==> src/inc/pin_share_consts.svh <==
/*
 constants of the pin sharing block: register offsets, field positions, reset values.
 assumes a 12-bit byte address on the register bus.
*/
`ifndef PIN_SHARE_CONSTS_SVH
`define PIN_SHARE_CONSTS_SVH

`define PS_ADDR_W 12
`define PS_F_W 7
`define PS_F_LO 9
`define PS_F_HI 15
`define PS_BIT_DRIVE_SEL 0
`define PS_BIT_B0 0

`define PS_OFF_BUS_CTRL 12'h000
`define PS_OFF_B_FUNC 12'h004
`define PS_OFF_B_DIR 12'h008
`define PS_OFF_B_DOUT 12'h00c
`define PS_OFF_B_PULL 12'h010
`define PS_OFF_B_PIN 12'h014
`define PS_OFF_F_FUNC 12'h018
`define PS_OFF_F_DIR 12'h01c
`define PS_OFF_F_DOUT 12'h020
`define PS_OFF_F_PULL 12'h024
`define PS_OFF_F_PIN 12'h028

`define PS_RST_DRIVE_SEL 1'h0
`define PS_RST_FUNC_B 1'h0
`define PS_RST_PULL_B 1'h1
`define PS_RST_FUNC_F 7'h7f
`define PS_RST_PULL_F 7'h7f

`endif

==> src/inc/pin_share_pkg.sv <==
/*
 types of the pin sharing block.
 assumes nothing of its surroundings.
*/
package pin_share_pkg;
	typedef enum logic [1:0] {
		ST_FILL0 = 2'b00,
		ST_FILL1 = 2'b01,
		ST_ARM = 2'b10,
		ST_RUN = 2'b11
	} strap_state_t;
endpackage

==> src/inc/pad_cfg_if.sv <==
/*
 carrier between the register side and one group of shared pads.
 assumes the controller drives configuration and the mux drives pad levels.
*/
interface pad_cfg_if #(parameter int W = 1);
	logic [W-1:0] func;
	logic [W-1:0] dir;
	logic [W-1:0] dout;
	logic [W-1:0] pull;
	logic [W-1:0] mem_o;
	logic [W-1:0] mem_oe;
	logic [W-1:0] pad_o;
	logic [W-1:0] pad_oe;
	logic [W-1:0] pad_pu;
	modport ctrl (output func, dir, dout, pull, mem_o, mem_oe, input pad_o, pad_oe, pad_pu);
	modport mux (input func, dir, dout, pull, mem_o, mem_oe, output pad_o, pad_oe, pad_pu);
endinterface

==> src/logic/pad_mux.sv <==
/*
 registered pad mux: selects memory bus or port drive per pin.
 assumes configuration is synchronous to clk_sys.
*/
module pad_mux #(parameter int W = 1) (
	input wire logic clk_sys,
	input wire logic rst_n,
	pad_cfg_if.mux cfg
);
	logic [W-1:0] o_d;
	logic [W-1:0] oe_d;
	logic [W-1:0] pu_d;
	logic [W-1:0] o_q;
	logic [W-1:0] oe_q;
	logic [W-1:0] pu_q;

	always_comb begin
		// memory function or port function per pin
		o_d = (cfg.func & cfg.mem_o) | (~cfg.func & cfg.dout);
		// port input leaves the driver off
		oe_d = (cfg.func & cfg.mem_oe) | (~cfg.func & cfg.dir);
		pu_d = cfg.pull;
	end

	always_ff @(posedge clk_sys or negedge rst_n) begin
		if (!rst_n) begin
			o_q <= '0;
			oe_q <= '0;
			pu_q <= '1;
		end else begin
			o_q <= o_d;
			oe_q <= oe_d;
			pu_q <= pu_d;
		end
	end

	assign cfg.pad_o = o_q;
	assign cfg.pad_oe = oe_q;
	assign cfg.pad_pu = pu_q;
endmodule

==> src/logic/pin_share_top.sv <==
/*
 pin sharing of the upper address pin and seven low data pins, with apb registers.
 assumes the memory bus controller and apb master run on clk_sys; pads and straps are async.
*/
`include "pin_share_consts.svh"
module pin_share_top (
	input wire logic clk_sys,
	input wire logic rst_n,
	input wire logic psel,
	input wire logic penable,
	input wire logic pwrite,
	input wire logic [`PS_ADDR_W-1:0] paddr,
	input wire logic [31:0] pwdata,
	output logic [31:0] prdata,
	output logic pready,
	output logic pslverr,
	input wire logic external_boot_select,
	input wire logic memory_interface_mode,
	input wire logic flash_secured,
	input wire logic mem_bus_active,
	input wire logic mem_wr_drive,
	input wire logic mem_addr_hi,
	input wire logic [`PS_F_W-1:0] mem_wdata,
	output logic [`PS_F_W-1:0] mem_rdata,
	input wire logic pad_b_i,
	output logic pad_b_o,
	output logic pad_b_oe,
	output logic pad_b_pu,
	input wire logic [`PS_F_W-1:0] pad_f_i,
	output logic [`PS_F_W-1:0] pad_f_o,
	output logic [`PS_F_W-1:0] pad_f_oe,
	output logic [`PS_F_W-1:0] pad_f_pu
);
	localparam int FW = `PS_F_W;

	pin_share_pkg::strap_state_t state_q;
	pin_share_pkg::strap_state_t state_d;
	logic drive_sel_q, drive_sel_d;
	logic func_b_q, func_b_d;
	logic dir_b_q, dir_b_d;
	logic dout_b_q, dout_b_d;
	logic pull_b_q, pull_b_d;
	logic [FW-1:0] func_f_q, func_f_d;
	logic [FW-1:0] dir_f_q, dir_f_d;
	logic [FW-1:0] dout_f_q, dout_f_d;
	logic [FW-1:0] pull_f_q, pull_f_d;
	logic addr_hold_q, addr_hold_d;
	logic [FW-1:0] data_hold_q, data_hold_d;
	logic [FW-1:0] rdata_q, rdata_d;
	logic [31:0] prdata_q, prdata_d;
	logic pready_q, pready_d;
	logic pslverr_q, pslverr_d;
	logic [2:0] strap_s1_q, strap_s2_q;
	logic pin_b_s1_q, pin_b_s2_q;
	logic [FW-1:0] pin_f_s1_q, pin_f_s2_q;
	logic strap_pick;
	logic wr_en;
	logic rd_take;

	function automatic logic hit(input logic [`PS_ADDR_W-1:0] a, input logic [`PS_ADDR_W-1:0] o);
		return a == o;
	endfunction

	function automatic logic mapped(input logic [`PS_ADDR_W-1:0] a);
		return hit(a, `PS_OFF_BUS_CTRL) || hit(a, `PS_OFF_B_FUNC) || hit(a, `PS_OFF_B_DIR)
			|| hit(a, `PS_OFF_B_DOUT) || hit(a, `PS_OFF_B_PULL) || hit(a, `PS_OFF_B_PIN)
			|| hit(a, `PS_OFF_F_FUNC) || hit(a, `PS_OFF_F_DIR) || hit(a, `PS_OFF_F_DOUT)
			|| hit(a, `PS_OFF_F_PULL) || hit(a, `PS_OFF_F_PIN);
	endfunction

	// port f fields sit at bits 15:9
	function automatic logic [31:0] fword(input logic [FW-1:0] v);
		return {16'h0000, v, 9'h000};
	endfunction

	// two-stage synchronisers for straps and pad inputs
	always_ff @(posedge clk_sys or negedge rst_n) begin
		if (!rst_n) begin
			strap_s1_q <= 3'h0;
			strap_s2_q <= 3'h0;
			pin_b_s1_q <= 1'h0;
			pin_b_s2_q <= 1'h0;
			pin_f_s1_q <= 7'h00;
			pin_f_s2_q <= 7'h00;
		end else begin
			strap_s1_q <= {external_boot_select, memory_interface_mode, flash_secured};
			strap_s2_q <= strap_s1_q;
			pin_b_s1_q <= pad_b_i;
			pin_b_s2_q <= pin_b_s1_q;
			pin_f_s1_q <= pad_f_i;
			pin_f_s2_q <= pin_f_s1_q;
		end
	end

	// address function on external boot, or memory mode when not secured
	assign strap_pick = strap_s2_q[2] | (strap_s2_q[1] & ~strap_s2_q[0]);
	assign wr_en = psel & penable & pready_q & pwrite;
	assign rd_take = psel & penable & ~pready_q;

	always_comb begin
		state_d = state_q;
		drive_sel_d = drive_sel_q;
		func_b_d = func_b_q;
		dir_b_d = dir_b_q;
		dout_b_d = dout_b_q;
		pull_b_d = pull_b_q;
		func_f_d = func_f_q;
		dir_f_d = dir_f_q;
		dout_f_d = dout_f_q;
		pull_f_d = pull_f_q;
		unique case (state_q)
			pin_share_pkg::ST_FILL0: state_d = pin_share_pkg::ST_FILL1;
			pin_share_pkg::ST_FILL1: state_d = pin_share_pkg::ST_ARM;
			pin_share_pkg::ST_ARM: begin
				state_d = pin_share_pkg::ST_RUN;
				func_b_d = strap_pick;
			end
			pin_share_pkg::ST_RUN: state_d = pin_share_pkg::ST_RUN;
		endcase
		if (wr_en) begin
			if (hit(paddr, `PS_OFF_BUS_CTRL)) begin
				drive_sel_d = pwdata[`PS_BIT_DRIVE_SEL];
			end
			if (hit(paddr, `PS_OFF_B_FUNC)) begin
				func_b_d = pwdata[`PS_BIT_B0];
			end
			if (hit(paddr, `PS_OFF_B_DIR)) begin
				dir_b_d = pwdata[`PS_BIT_B0];
			end
			if (hit(paddr, `PS_OFF_B_DOUT)) begin
				dout_b_d = pwdata[`PS_BIT_B0];
			end
			if (hit(paddr, `PS_OFF_B_PULL)) begin
				pull_b_d = pwdata[`PS_BIT_B0];
			end
			if (hit(paddr, `PS_OFF_F_FUNC)) begin
				func_f_d = pwdata[`PS_F_HI:`PS_F_LO];
			end
			if (hit(paddr, `PS_OFF_F_DIR)) begin
				dir_f_d = pwdata[`PS_F_HI:`PS_F_LO];
			end
			if (hit(paddr, `PS_OFF_F_DOUT)) begin
				dout_f_d = pwdata[`PS_F_HI:`PS_F_LO];
			end
			if (hit(paddr, `PS_OFF_F_PULL)) begin
				pull_f_d = pwdata[`PS_F_HI:`PS_F_LO];
			end
		end
	end

	// apb answer one wait state after the access phase begins
	always_comb begin
		pready_d = rd_take;
		prdata_d = prdata_q;
		pslverr_d = 1'h0;
		if (rd_take) begin
			pslverr_d = ~mapped(paddr);
			prdata_d = 32'h00000000;
			if (!pwrite) begin
				if (hit(paddr, `PS_OFF_BUS_CTRL)) prdata_d = {31'h00000000, drive_sel_q};
				if (hit(paddr, `PS_OFF_B_FUNC)) prdata_d = {31'h00000000, func_b_q};
				if (hit(paddr, `PS_OFF_B_DIR)) prdata_d = {31'h00000000, dir_b_q};
				if (hit(paddr, `PS_OFF_B_DOUT)) prdata_d = {31'h00000000, dout_b_q};
				if (hit(paddr, `PS_OFF_B_PULL)) prdata_d = {31'h00000000, pull_b_q};
				if (hit(paddr, `PS_OFF_B_PIN)) prdata_d = {31'h00000000, pin_b_s2_q};
				if (hit(paddr, `PS_OFF_F_FUNC)) prdata_d = fword(func_f_q);
				if (hit(paddr, `PS_OFF_F_DIR)) prdata_d = fword(dir_f_q);
				if (hit(paddr, `PS_OFF_F_DOUT)) prdata_d = fword(dout_f_q);
				if (hit(paddr, `PS_OFF_F_PULL)) prdata_d = fword(pull_f_q);
				if (hit(paddr, `PS_OFF_F_PIN)) prdata_d = fword(pin_f_s2_q);
			end
		end
	end

	// last bus values kept for driving an idle bus, and memory read data from the pins
	always_comb begin
		addr_hold_d = mem_bus_active ? mem_addr_hi : addr_hold_q;
		data_hold_d = (mem_bus_active && mem_wr_drive) ? mem_wdata : data_hold_q;
		rdata_d = pin_f_s2_q;
	end

	always_ff @(posedge clk_sys or negedge rst_n) begin
		if (!rst_n) begin
			state_q <= pin_share_pkg::ST_FILL0;
			drive_sel_q <= `PS_RST_DRIVE_SEL;
			func_b_q <= `PS_RST_FUNC_B;
			dir_b_q <= 1'h0;
			dout_b_q <= 1'h0;
			pull_b_q <= `PS_RST_PULL_B;
			func_f_q <= `PS_RST_FUNC_F;
			dir_f_q <= 7'h00;
			dout_f_q <= 7'h00;
			pull_f_q <= `PS_RST_PULL_F;
			addr_hold_q <= 1'h0;
			data_hold_q <= 7'h00;
			rdata_q <= 7'h00;
			prdata_q <= 32'h00000000;
			pready_q <= 1'h0;
			pslverr_q <= 1'h0;
		end else begin
			state_q <= state_d;
			drive_sel_q <= drive_sel_d;
			func_b_q <= func_b_d;
			dir_b_q <= dir_b_d;
			dout_b_q <= dout_b_d;
			pull_b_q <= pull_b_d;
			func_f_q <= func_f_d;
			dir_f_q <= dir_f_d;
			dout_f_q <= dout_f_d;
			pull_f_q <= pull_f_d;
			addr_hold_q <= addr_hold_d;
			data_hold_q <= data_hold_d;
			rdata_q <= rdata_d;
			prdata_q <= prdata_d;
			pready_q <= pready_d;
			pslverr_q <= pslverr_d;
		end
	end

	pad_cfg_if #(.W(1)) cfg_b ();
	pad_cfg_if #(.W(FW)) cfg_f ();

	assign cfg_b.func = func_b_q;
	assign cfg_b.dir = dir_b_q;
	assign cfg_b.dout = dout_b_q;
	assign cfg_b.pull = pull_b_q;
	assign cfg_b.mem_o = mem_bus_active ? mem_addr_hi : addr_hold_q;
	assign cfg_b.mem_oe = mem_bus_active | drive_sel_q;
	assign cfg_f.func = func_f_q;
	assign cfg_f.dir = dir_f_q;
	assign cfg_f.dout = dout_f_q;
	assign cfg_f.pull = pull_f_q;
	assign cfg_f.mem_o = mem_bus_active ? mem_wdata : data_hold_q;
	assign cfg_f.mem_oe = mem_bus_active ? {FW{mem_wr_drive}} : {FW{drive_sel_q}};

	pad_mux #(.W(1)) u_mux_b (
		.clk_sys(clk_sys),
		.rst_n(rst_n),
		.cfg(cfg_b)
	);

	pad_mux #(.W(FW)) u_mux_f (
		.clk_sys(clk_sys),
		.rst_n(rst_n),
		.cfg(cfg_f)
	);

	assign pad_b_o = cfg_b.pad_o;
	assign pad_b_oe = cfg_b.pad_oe;
	assign pad_b_pu = cfg_b.pad_pu;
	assign pad_f_o = cfg_f.pad_o;
	assign pad_f_oe = cfg_f.pad_oe;
	assign pad_f_pu = cfg_f.pad_pu;
	assign mem_rdata = rdata_q;
	assign prdata = prdata_q;
	assign pready = pready_q;
	assign pslverr = pslverr_q;
endmodule

==> config.mk <==
export PLATFORM = sky130hd
export DESIGN_NAME = pin_share_top
export DESIGN_NICKNAME = d
export VERILOG_FILES = /design/src/inc/pin_share_pkg.sv /design/src/inc/pad_cfg_if.sv /design/src/logic/pad_mux.sv /design/src/logic/pin_share_top.sv
export VERILOG_INCLUDE_DIRS = /design/src /design/src/inc
export SDC_FILE = /design/constraint.sdc
export NUM_CORES = 1
export LEC_CHECK = 0
export BUFFER_PORTS_ARGS = -buffer_cell sky130_fd_sc_hd__buf_2
export CAP_MARGIN = 20
export CORE_MARGIN = 3
export CORE_UTILIZATION = 40
export DETAILED_ROUTE_END_ITERATION = 10
export SLEW_MARGIN = 20
export SYNTH_ARGS = -nofsm -noshare
export SYNTH_HDL_FRONTEND = slang
export SYNTH_HIERARCHICAL = 1
export SYNTH_SLANG_ARGS = --single-unit
==> constraint.sdc <==
create_clock -name clk_sys -period 5.3 [get_ports clk_sys]
set_clock_uncertainty 0.2 [all_clocks]
set_input_delay 0 -clock clk_sys [delete_from_list [all_inputs] [get_ports clk_sys]]
set_output_delay 0 -clock clk_sys [all_outputs]
set_load 0.03 [all_outputs]
==> results by group <==
Worst hold path
  • Class of the worst hold path: in2reg

Floorplan
  • # IOs: roughly 140
  • Die Width: between 100 and 150 um
  • Die area: between 10000 and 15000 um2
  • Initial Util: between 40% and 50%
  • Die H: between 100 and 150 um
  • Core area: between 10000 and 15000 um2
  • Rows: 37

Run status
  • Status: complete, no violations

Synth
  • Adder-Cell Fraction of Synth Area: 0%
  • Gate Count Post-Synth: between 200 and 300
  • Sequential area share after synthesis: between 60% and 70%
  • Most used DFF post-synth: dfrtp_1
  • Post-synthesis compound-gate area fraction: 4.50%
  • Synth Register Bits: 106
  • Synth top area cells: dfrtp_1, mux2_2, dfstp_2, buf_4, mux2_4
  • Syn Std Cell Area: between 4000 and 5000 um2
  • Ys Warns: 6
  • Synth Area in XOR/XNOR: 0%
  • Main combinational cell family by area after synthesis: multiplexers
  • Post-Syn Area per Cell: about 15 um2
  • Post-synthesis mux area share: a little over a fifth
  • Synth Area in Simple Gates: 7.54%
  • Yosys top cell area share: 47.6%
  • EDFF count, synth: 0
  • Post-synth ARST share: 100%
  • Synth unique cells: 43
  • Post-synth top area cell: dfrtp_1

Cells and area
  • Final net count: 503
  • Max reg flops: 8
  • Post-layout utilization of the core: a little over half
  • Layout cells sized above 1: 47.7%
  • Antenna diodes: 0
  • Final Cell Area: between 5000 and 6000 um2
  • P&R area growth vs syn: 26.5%
  • Fillers: slightly above 900

Placed design
  • Final HPWL from detailed placement: roughly 6000 um
  • Post-DP Area: 4850 um2
  • # port buffers: 86
  • Final GP Congestion: about 0.8
  • Pre-CTS WS: just over 3 ns

Routing
  • Top Layer Used: met4
  • Wirelength per Cell: roughly 16 um
  • Via density: about 4.8
  • Total met2 wirelength after detailed routing: about 4700 um
  • Via count: 2747
  • DR pass1 iterations: 4
  • Routed Antenna Nets: 0
  • Met1 WL: between 3000 and 4000 um
  • WL met3: ~430 um
  • Final WL: approximately 9300 um
  • Post-route DRC violation count: 0
  • First DRT Iteration DRCs: approximately 190

Power and ir drop
  • Total power: ~0.0015 W
  • Pwr dens: 267 nW/um2
  • Peak supply drop: around 0.00013 V
  • Static Leak: between 2 and 3 nW

Setup path
  • Setup crit start kind: input port
  • Max stage delay on crit path: around 0.58 ns
  • Crit path capture type: register
  • Crit Path Max Fanout: 8
  • Critical path class: in2reg
  • Cell Chain, Critical Path: dlygate4sd3_1 > buf_2 > nor4b_4 > nand4_1 > nor2_2 > mux2_2
  • WP data arrival: roughly 2.4 ns
  • CP required: 5.36 ns
  • Crit path buf inv count: 2
  • Crit-path leading delay family: simple AND/OR/NAND/NOR gates
  • Slowest cell on crit path: nor4b_4

Global routing
  • All-Layer GR Usage: between 10% and 20%
  • GRT Residual Overflow: 0
  • Wire length of the first global-routing pass: about 15000 um
  • Number of global-route vias before repair: a little under 3000
  • Initial antenna violation count: 0
  • Largest net degree at the start of global routing: slightly above 80

Timing
  • Post-layout worst setup margin: 2.95 ns
  • RSZ-0062 raised after global routing: no
  • Slew at the pin closest to its max-slew limit: slightly below 1 ns
  • Final-report hold violation count: 0
  • Final min period: roughly 2.4 ns
  • Rel. slew slack: 33.5%
  • Crit share post-route: between 40% and 50%
  • Finish-stage setup viols: 0
  • Fmax: ~0.43 GHz
  • Slew Viols, Final: 0
  • Setup TNS: 0 ns

CTS
  • CTS Sinks: approximately 110
  • CTS tree: yes
  • Worst-Skew Late Latency: 0.38 ns
  • Postcts setup bufs: 0
  • Post-CTS Resized: 0
  • Clock root cell: clkbuf_8
  • Maximum root-to-sink buffer count: 2
  • Inserted Clock Buffers: 9
  • H-tree depth: 3
  • Worst-path clk slew: 0.11 ns

Flow run
  • Number of max-cap violations: 0
[cell usage in the layout (no fill, tap or decap), drive strengths merged, types with 2 or more instances in the layout]
cell,n
a21oi,2
a22oi,7
a31oi,7
buf,89
clkbuf,11
clkinv,2
conb,24
dfrtp,83
dfstp,23
dlygate4sd3,45
inv,7
mux2,71
mux2i,8
nand2,4
nand2b,3
nand4,3
nor2,6
nor3,11
nor4,3
nor4b,2
o21ai,11
or2,2
or4,2
[final timing paths]
path | cells past startpoint | end | from | slack (ns)
max | 6 | cfg_f.dir[5] | paddr[7] | 2.95
min | 3 | u_mux_b/cfg.pad_oe | mem_bus_active | 0.03
min in group asynchronous | 3 | u_mux_f/cfg.pad_pu[0] | rst_n | 0.46
max reg2reg | 4 | cfg_f.dout[4] | pready | 3.09
min reg2reg | 0 | pin_f_s2_q[0] | pin_f_s1_q[0] | 0.15
max in group asynchronous | 5 | cfg_b.pull | rst_n | 3.74
[cell usage after synthesis (3+ instances only)]
cell,count
o21ai_0,11
buf_4,24
mux2_2,57
mux2i_1,8
mux2_4,12
a31oi_1,7
dfstp_2,23
a22oi_1,7
clkbuf_1,3
nor2_1,4
nor3_1,10
nand2_1,4
nand4_1,3
dfrtp_1,83
nand2b_1,3
inv_1,4
[what timing repair did]
action / in CTS / in global routing
hold endpoints to repair: 91 / 0
hold buffers: 46 / 0
setup endpoints to repair: 0 / 0
[cells by family after synthesis]
kind of cell / count (synthesis)
other: 1
AND/OR/NAND/NOR: 44
flip-flops: 106
buffers and inverters: 35
multiplexers: 79
AO/OA/AOI/OAI: 31
[worst min-delay path, cell delays in order]
cell and delay (ns):
buf_2 0.27, or2_2 0.17, mux2_2 0.14
[metrics by stage]
step           cells  hold WS, ns
6_report         574       0.0287
5_1_grt          574       0.0391
4_1_cts          573       0.0312
3_5_place_dp     511       -0.279
3_3_place_gp     511       -0.276
2_1_floorplan    319       -0.496
[layout make-up]
class | instances | area [um2] | share of cell area, %
Inverter | 4 | 15.0 | 0.272
Clock inverter | 5 | 43.8 | 0.793
Timing Repair Buffer | 134 | 923 | 16.7
Tap cell | 136 | 170 | 3.08
Clock buffer | 11 | 151 | 2.74
Sequential cell | 106 | 2680 | 48.5
Multi-Input combinational cell | 178 | 1540 | 27.9
[layer usage]
metal	track usage (%)	vias up
li1	-	1293
met2	26.1	75
met3	4.77	20
met1	18.8	1359
met5	0	-
met4	6.08	0
[report_power, final]
part	total, W	internal [W]	switching [W]
Combinational	0.000152	0.0000627	0.0000889
Sequential	0.000840	0.000831	0.00000866
Clock	0.000486	0.000204	0.000283
Total	0.00148	0.00110	0.000380
Note: power is estimated with default switching activity, not from simulation.
